--- src/rtl/ppc_pkg.sv ---
// Package for the port 2/3 control register bank of the power manager.
// Assumes a single 10 MHz system clock and the register write strobe of the device.
package ppc_pkg;
  // Register address and port addresses of the port control write registers
  localparam logic [2:0] REG_ADDR_CTRL = 3'h2;
  localparam logic [2:0] PORT_ADDR_P2 = 3'h1;
  localparam logic [2:0] PORT_ADDR_P3 = 3'h2;
  // Field positions
  localparam int BIT_FAULT_DIS = 7;
  localparam int BIT_SPARE = 6;
  localparam int BIT_CLASS = 5;
  localparam int BIT_BLINK = 4;
  localparam int BIT_LED_LOW = 3;
  localparam int BIT_LED_HIGH = 2;
  localparam int BIT_MODE_HI = 1;
  localparam int BIT_MODE_LO = 0;
  // Reset value of each control register
  localparam logic [7:0] CTRL_RESET = 8'h00;
  // Enable modes
  typedef enum logic [1:0] {
    PPC_MODE_OFF = 2'b00,
    PPC_MODE_DCP = 2'b01,
    PPC_MODE_SAMPLE = 2'b10,
    PPC_MODE_DOWN = 2'b11
  } ppc_mode_t;
  // Classification current limit in mA per code
  localparam logic [7:0] CLASS_MA_00 = 8'ha0;
  localparam logic [7:0] CLASS_MA_01 = 8'h50;
  localparam logic [7:0] CLASS_MA_10 = 8'h28;
  localparam logic [7:0] CLASS_MA_11 = 8'h14;
  // Blink period grows with the clock: ms = 13e-5 * f_hz, so cycles = 13 * f_hz^2 / 1e8
  localparam int CLK_HZ = 10_000_000;
  localparam int BLINK_CLK_PER_MS_X100K = 13;
  localparam longint BLINK_PERIOD_CYC =
    (longint'(CLK_HZ) * CLK_HZ * BLINK_CLK_PER_MS_X100K) / 100_000_000;
  localparam int BLINK_HALF_CYC = int'(BLINK_PERIOD_CYC / 2);
endpackage

--- src/rtl/ppc_blink_div.sv ---
// Blink divider: toggles a phase every half blink period.
// Assumes one clock domain; the phase is shared by all ports.
`timescale 1ns/1ps
module ppc_blink_div #(
  parameter int HALF_CYC = ppc_pkg::BLINK_HALF_CYC
) (
  input wire logic clk_sys,
  input wire logic rst_n,
  output logic phase
);
  typedef struct packed {
    logic [31:0] cnt;
    logic ph;
  } ppc_div_t;
  ppc_div_t s_r;
  ppc_div_t s_nxt;
  always_comb
  begin
    s_nxt = s_r;
    if (s_r.cnt >= 32'(HALF_CYC - 1))
    begin
      s_nxt.cnt = 32'h0;
      s_nxt.ph = ~s_r.ph;
    end
    else
    begin
      s_nxt.cnt = s_r.cnt + 32'h1;
    end
  end
  always_ff @(posedge clk_sys or negedge rst_n)
  begin
    if (!rst_n)
    begin
      s_r <= '0;
    end
    else
    begin
      s_r <= s_nxt;
    end
  end
  assign phase = s_r.ph;
endmodule // ppc_blink_div

--- src/rtl/ppc_port_ctrl.sv ---
// Port 2 and port 3 control write registers with decoded per-port outputs.
// Assumes the serial interface delivers a one-cycle write strobe, register and port address,
// and data, all on clk_sys.
`timescale 1ns/1ps
// Contract
// - Fault-disable bit 7 set suspends the port's overload and window-fault timers.
// - Shared class code: port 3 bit 5 is high, port 2 bit 5 low.
// - Class code 00/01/10/11 selects 160/80/40/20 mA limit.
// - Blink bit set blinks the enabled LED; period 0.00013 times clock hertz ms.
// - Low-side bit set drives the port LED low.
// - High-side bit set drives the port LED to the LED supply rail.
// - Mode 00 turns the port off; 01 starts discovery, classification, power-on.
// - Mode 10 samples powered current; 11 powers down an active port.
// - Port fields are per port; bit 5 is a shared setting.
module ppc_port_ctrl #(
  parameter int HALF_CYC = ppc_pkg::BLINK_HALF_CYC
) (
  input wire logic clk_sys,
  input wire logic rst_n,
  input wire logic wr_stb,
  input wire logic [2:0] wr_reg_addr,
  input wire logic [2:0] wr_port_addr,
  input wire logic [7:0] wr_data,
  output logic [1:0] timer_hold,
  output logic [1:0] led_low_on,
  output logic [1:0] led_high_on,
  output logic [3:0] port_mode,
  output logic [1:0] start_dcp,
  output logic [1:0] sample_req,
  output logic [1:0] power_down_req,
  output logic [1:0] port_off,
  output logic class_current_code_high,
  output logic class_current_code_low,
  output logic [7:0] class_limit_ma
);
  typedef struct packed {
    logic [1:0] fault_dis;
    logic [1:0] blink;
    logic [1:0] led_low;
    logic [1:0] led_high;
    logic [3:0] mode;
    logic [1:0] cls;
    logic [7:0] limit;
  } ppc_state_t;
  ppc_state_t s_r;
  ppc_state_t s_nxt;
  logic blink_phase;
  logic [1:0] hit;

  ppc_blink_div #(
    .HALF_CYC(HALF_CYC)
  ) u_div (
    .clk_sys(clk_sys),
    .rst_n(rst_n),
    .phase(blink_phase)
  );

  assign hit[0] = wr_stb && wr_reg_addr == ppc_pkg::REG_ADDR_CTRL
    && wr_port_addr == ppc_pkg::PORT_ADDR_P2;
  assign hit[1] = wr_stb && wr_reg_addr == ppc_pkg::REG_ADDR_CTRL
    && wr_port_addr == ppc_pkg::PORT_ADDR_P3;

  always_comb
  begin
    s_nxt = s_r;
    for (int p = 0; p < 2; p++)
    begin
      if (hit[p])
      begin
        s_nxt.fault_dis[p] = wr_data[ppc_pkg::BIT_FAULT_DIS];
        s_nxt.blink[p] = wr_data[ppc_pkg::BIT_BLINK];
        s_nxt.led_low[p] = wr_data[ppc_pkg::BIT_LED_LOW];
        s_nxt.led_high[p] = wr_data[ppc_pkg::BIT_LED_HIGH];
        s_nxt.mode[2*p +: 2] = wr_data[ppc_pkg::BIT_MODE_HI:ppc_pkg::BIT_MODE_LO];
        s_nxt.cls[p] = wr_data[ppc_pkg::BIT_CLASS]; // Shared bit
        // Bit 6 is not stored
      end
    end
    unique case (s_nxt.cls)
      2'b00: s_nxt.limit = ppc_pkg::CLASS_MA_00;
      2'b01: s_nxt.limit = ppc_pkg::CLASS_MA_01;
      2'b10: s_nxt.limit = ppc_pkg::CLASS_MA_10;
      2'b11: s_nxt.limit = ppc_pkg::CLASS_MA_11;
    endcase
  end

  always_ff @(posedge clk_sys or negedge rst_n)
  begin
    if (!rst_n)
    begin
      s_r <= '0;
      s_r.limit <= ppc_pkg::CLASS_MA_00;
    end
    else
    begin
      s_r <= s_nxt;
    end
  end

  always_comb
  begin
    for (int p = 0; p < 2; p++)
    begin
      timer_hold[p] = s_r.fault_dis[p];
      led_low_on[p] = s_r.led_low[p] && (!s_r.blink[p] || blink_phase);
      led_high_on[p] = s_r.led_high[p] && (!s_r.blink[p] || blink_phase);
      port_off[p] = s_r.mode[2*p +: 2] == ppc_pkg::PPC_MODE_OFF;
      start_dcp[p] = s_r.mode[2*p +: 2] == ppc_pkg::PPC_MODE_DCP;
      sample_req[p] = s_r.mode[2*p +: 2] == ppc_pkg::PPC_MODE_SAMPLE;
      power_down_req[p] = s_r.mode[2*p +: 2] == ppc_pkg::PPC_MODE_DOWN;
    end
  end
  assign port_mode = s_r.mode;
  assign class_current_code_high = s_r.cls[1];
  assign class_current_code_low = s_r.cls[0];
  assign class_limit_ma = s_r.limit;
endmodule // ppc_port_ctrl

--- config.mk ---
export PLATFORM = sky130hd
export DESIGN_NAME = ppc_port_ctrl
export DESIGN_NICKNAME = d
export VERILOG_FILES = /design/src/rtl/ppc_pkg.sv /design/src/rtl/ppc_blink_div.sv /design/src/rtl/ppc_port_ctrl.sv
export SDC_FILE = /design/constraint.sdc
export NUM_CORES = 1
export LEC_CHECK = 0
export BUFFER_PORTS_ARGS = -buffer_cell sky130_fd_sc_hd__buf_2
export CAP_MARGIN = 25
export CORE_ASPECT_RATIO = 0.5
export CORE_UTILIZATION = 28
export DETAILED_ROUTE_END_ITERATION = 8
export PLACE_DENSITY = 0.42
export SETUP_SLACK_MARGIN = 0.5
export SKIP_CTS_REPAIR_TIMING = 1
export SLEW_MARGIN = 20
export SYNTH_ARGS = -nofsm -noshare
export SYNTH_HDL_FRONTEND = slang
export SYNTH_SLANG_ARGS = --single-unit
--- constraint.sdc ---
create_clock -name clk_sys -period 4.1 [get_ports clk_sys]
set_input_delay 0.41 -clock clk_sys [delete_from_list [all_inputs] [get_ports clk_sys]]
set_output_delay 0.41 -clock clk_sys [all_outputs]
set_load 0.005 [all_outputs]
# Word-level counts from Yosys, hierarchy flattened
# Cells that the tools add are included.
# W data, S select, Z words.
[totals]
romBits = 0
n_memories = 0
output_inout_bits = 28
in_bits = 17
latch_bits = 0
reg_bits = 55
mem_bits_rw = 0
[classes]
shifts = 0
div_mod_pow = 0
n_eq_ne = 12
muxes = 4
n_reduce_logical = 14
multipliers = 0
bitwise_logic = 1
n_lt_le_gt_ge = 1
addsub = 1
[op_table]
columns = ["cell", "count"]
rows = [
  ["$add A32 B1 Y32 const B", 1],
  ["$ge A32 B23 Y1 const B", 1],
  ["$mux W32", 1],
  ["$pmux W8 S4", 1],
  ["$eq A2 B2 Y1 const B", 6],
  ["$logic_and A1 B1 Y1", 7],
  ["$eq A2 B1 Y1 const B", 3],
  ["$eq A3 B2 Y1 const B", 2],
  ["$logic_not A2 Y1", 3],
  ["$eq A3 B1 Y1 const B", 1],
  ["$logic_not A1 Y1", 2],
  ["$logic_or A1 B1 Y1", 2],
  ["$mux W1", 2],
  ["$not A1 Y1", 1],
]

# Depth between registers and ports, before layout
[depth]
ltp_word = 6
ltp_mapped = 6
mapped_depth_nobuf = 5

# Hierarchy
# Synthesis repeated with hierarchy kept, for this count alone.
[unflattened]
hier_cells = 242
hier_area_um2 = 2691.3
[modules_own_cells]
columns = ["module", "seq_area_each_um2", "area_per_inst_um2", "instances", "cells_per_inst"]
rows = [
  ["ppc_blink_div", 825.8, 1560.2, 1, 146],
  ["ppc_port_ctrl", 478.0, 1131.1, 1, 96],
]

# Worst setup path before layout
# No wires, ideal clock.
[synth_path]
path_type = "reg2reg"
from = "register u_div.s_r[1] (netlist name)"
to = "register u_div.s_r[21] (netlist name)"
period_less_slack_ns = 1.966
path_slack_ns = 2.134
setup_time_ns = 0.087
arrival_time_ns = 1.879
stages_incl_launch_ff = 6
t_required_ns = 4.013
path_cell_list = "dfrtp_1 -> ha_1 -> nand4_2 -> or4_4 -> or3_1 -> a211oi_2"
[synth_rtl]
columns = ["item", "line_no", "rtl"]
rows = [
  ["start, declared", "ppc_blink_div.sv:15", "ppc_div_t s_r;"],
  ["start signal, assigned", "ppc_blink_div.sv:38", "s_r <= s_nxt;"],
]

==> implementation parameters <==
Parameter                              Value

Run status
  Outcome ... completed

Routing
  Routed wire length ... ~4700 um
  Post-route ant nets ... 0
  DRC violation count after routing ... 0
  Count of TritonRoute iterations in the first routing pass ... 4
  Number of vias per cell ... roughly 4.5
  1st-iter DRT viols ... a little over 60
  DR WL/cell ... 12.6 um
  Routed vias ... around 1700

STA
  Worst hold slack after final layout ... between 0.2 and 0.25 ns
  Max-slew violation total from the final report ... 0
  Maximum clock frequency ... between 0.4 and 0.5 GHz
  Summed negative setup slack over all endpoints ... 0 ns
  Unrepaired setup endpoints after global routing ... no
  Layout Skew ... between 0.003 and 0.004 ns
  Shortest period the worst path allows ... between 2 and 2.5 ns
  Count of endpoints failing setup in the final report ... 0
  Period utilisation layout ... 54.6%
  Slew @ Worst Pin ... a little over 0.9 ns
  Endpoints failing hold ... 0
  Slew headroom ... about two fifths

Placed design
  Sum of net half-perimeters after detailed placement ... roughly 3400 um
  Final weighted congestion of routability-driven global placement ... ~0.70
  Number of buffer cells added on primary ports ... a little over 40

Die
  Width of the die ... around 140 um
  Row count ... 23
  I/O pin cnt ... 45
  Core outline area ... just over 0.008 mm^2
  Die Outline Area ... 0.00925 mm^2
  Initial cell density of the core ... 29.9%
  Die extent in y ... around 70 um

Worst setup path
  Worst Setup Start Kind ... flip-flop
  Critical Path Fanout Max ... 13
  Arrival time at the worst endpoint ... ~2.4 ns
  Critical setup path kind ... reg -> reg
  Critical Path RT ... approximately 4.3 ns
  Flop-to-flop setup slack ... approximately 1.9 ns
  Critical Path End Type ... flip-flop

Power
  Power density relative to cell area ... between 300 and 400 mW/mm^2
  Leakage dissipation ... around 1.2 nW
  Worst IR Drop VDD ... ~0.00016 V
  Power consumption ... 1.08 mW

GRT
  Largest net degree at the start of global routing ... 53
  Number of antenna violations at the first check in global routing ... 0
  Total congestion overflow after global routing ... 0
  Via count of the first global-routing pass ... roughly 1700
  Overall fraction of global-route tracks in use ... around 12%
  Global-route wire length before repair ... between 8000 and 9000 um

Synth
  Seq cells post-synth ... 52
  Synth warn ... 0
  Share of the synthesized area in the top cell type ... between 50% and 60%
  Number of library cell types mapped by synthesis ... just over 40
  Async S/R FF share, synth ... 100%
  Seq/Total Area, Yosys ... around 53%
  Top cells by area, synth ... sky130_fd_sc_hd__dfrtp_1, sky130_fd_sc_hd__mux2_2, sky130_fd_sc_hd__xnor2_1, sky130_fd_sc_hd__nor3_1, sky130_fd_sc_hd__buf_4
  Number of flops mapped to enable cells by yosys ... 0
  Post-Synthesis Cell Area ... around 0.0025 mm^2
  Post-synth top area cell ... sky130_fd_sc_hd__dfrtp_1
  Flip-flop cell with the highest count after synthesis ... sky130_fd_sc_hd__dfrtp_1
  Mapped Cells ... 221
  Post-synthesis area per instance ... between 10 and 15 um^2

Final layout
  Number of fillers in the final layout ... a little over 800
  Most common cell after layout, fill and taps aside ... sky130_fd_sc_hd__dfrtp_1
  Area of all sequential standard cells ... 0.00130 mm^2
  Commonest non-fill, non-tap cells in the layout ... sky130_fd_sc_hd__dfrtp_1, sky130_fd_sc_hd__buf_2, sky130_fd_sc_hd__nor3_1
  Net count of the finished layout ... 280
  Area added between synthesis and finish ... 17.5%
  Layout cell share with drive strength beyond 1 ... a little under a third
  Multi-input gate area in the final layout ... between 0.001 and 0.0015 mm^2
  Total inserted antenna cells ... 0

Clock network
  Clock tree buffer depth ... 2
  CTS tree ... yes
  Buffer cell driving the clock tree root ... sky130_fd_sc_hd__clkbuf_16
  Number of clock sinks seen by CTS ... 52
  CTS buffer count ... 5
  H-tree depth ... 2
  Clock slew seen by the registers of the worst setup and hold paths ... about 0.070 ns
  Worst-Skew Late Latency ... just under 0.3 ns

Min path
  Class of the most critical hold timing path ... in -> async

Run
  Max Cap Violations ... 0
metrics by stage:
stage,worst slack [ns],util (%),cell area (um^2),std cells
after detailed placement,1.78,33.2,2750,366
after floorplan,2.13,-,2510,231
after global routing,1.69,35.1,2910,375
after global placement,1.64,33.0,2740,365
after CTS,1.79,35.0,2900,374
final,1.86,35.1,2910,375
sequential cells by signal (all words and copies together) (netlist names):
| signal | flops |
|---|---|
| u_div.s_r | 32 |
| port_mode | 4 |
| class_current_code_low | 1 |
| timer_hold | 2 |
| class_limit_ma | 5 |
| s_r | 6 |
| class_current_code_high | 1 |
| u_div.phase | 1 |
per-layer routing:
metal | vias up | global-route usage (%) | routed length (um) | share of wire [%]
met2 | 37 | 19.7 | 2070 | 44
met3 | 4 | 3.29 | 235 | 5.0
met5 | - | 0 | 0 | 0
met4 | 0 | 4.21 | 51 | 1.1
met1 | 807 | 14.1 | 2360 | 50
li1 | 848 | - | - | -
kinds of logic (layout without fill, tap and decap cells):
kind of cell | count (synthesis) | after routing | synth area share [%]
other cells | 1 | 11 | 0.151
buf+inv | 28 | 60 | 6.51
compound gates | 22 | 22 | 7.32
simple gates | 88 | 88 | 21.3
mux | 14 | 14 | 6.26
xor+xnor | 15 | 15 | 5.30
fa+ha+maj | 1 | 1 | 0.505
flops | 52 | 52 | 52.6
synth_stat cells, types with 3 or more instances:
master and number:
sky130_fd_sc_hd__mux2_2 12, sky130_fd_sc_hd__nand3_1 8, sky130_fd_sc_hd__xnor2_1 14, sky130_fd_sc_hd__buf_2 3, sky130_fd_sc_hd__a211oi_1 5, sky130_fd_sc_hd__nand4_1 4, sky130_fd_sc_hd__and2_1 6, sky130_fd_sc_hd__dfrtp_1 50
sky130_fd_sc_hd__clkbuf_1 3, sky130_fd_sc_hd__nor2_1 12, sky130_fd_sc_hd__nor4_1 5, sky130_fd_sc_hd__a211oi_2 3, sky130_fd_sc_hd__o21ai_0 5, sky130_fd_sc_hd__nand2_1 8, sky130_fd_sc_hd__inv_1 8, sky130_fd_sc_hd__nor3_1 23
sky130_fd_sc_hd__or3_1 5, sky130_fd_sc_hd__buf_4 14, sky130_fd_sc_hd__nor2b_1 4
path summary, 6_finish.rpt:
kind	start	endpoint	cells after the start
min	rst_n	u_div.s_r[1]$_DFF_PN0_	2
max reg2reg	u_div.s_r[21]$_DFF_PN0_	u_div.s_r[9]$_DFF_PN0_	5
min in group clk_sys	wr_data[5]	class_limit_ma[5]$_DFF_PN1_	2
max in group asynchronous	rst_n	port_mode[0]$_DFFE_PN0P_	2
max	u_div.s_r[21]$_DFF_PN0_	u_div.s_r[9]$_DFF_PN0_	5
min reg2reg	s_r[17]$_DFFE_PN0N_	s_r[17]$_DFFE_PN0N_	1
report_power, final:
part / total (mW) / switching [mW] / internal [mW]
Sequential: 0.562 / 0.0167 / 0.545
Clock: 0.420 / 0.190 / 0.231
Combinational: 0.0964 / 0.0462 / 0.0502
Total: 1.08 / 0.253 / 0.826
worst max-delay path, cell delays in order (launching register included):
cell,delay [ns]
sky130_fd_sc_hd__dfrtp_1,0.43
sky130_fd_sc_hd__or4_1,0.53
sky130_fd_sc_hd__a2111o_1,0.35
sky130_fd_sc_hd__a21oi_2,0.49
sky130_fd_sc_hd__buf_6,0.24
sky130_fd_sc_hd__nor3_1,0.07
final cells by class:
class	count	area share [%]
clock buffers	5	4.30
flip-flops and latches	52	44.8
well taps	112	4.82
clock inverters	3	0.903
multi-input cells	151	36.1
repair buffers	44	8.08
inverters	8	1.03
(Power assumes the default switching activity.)
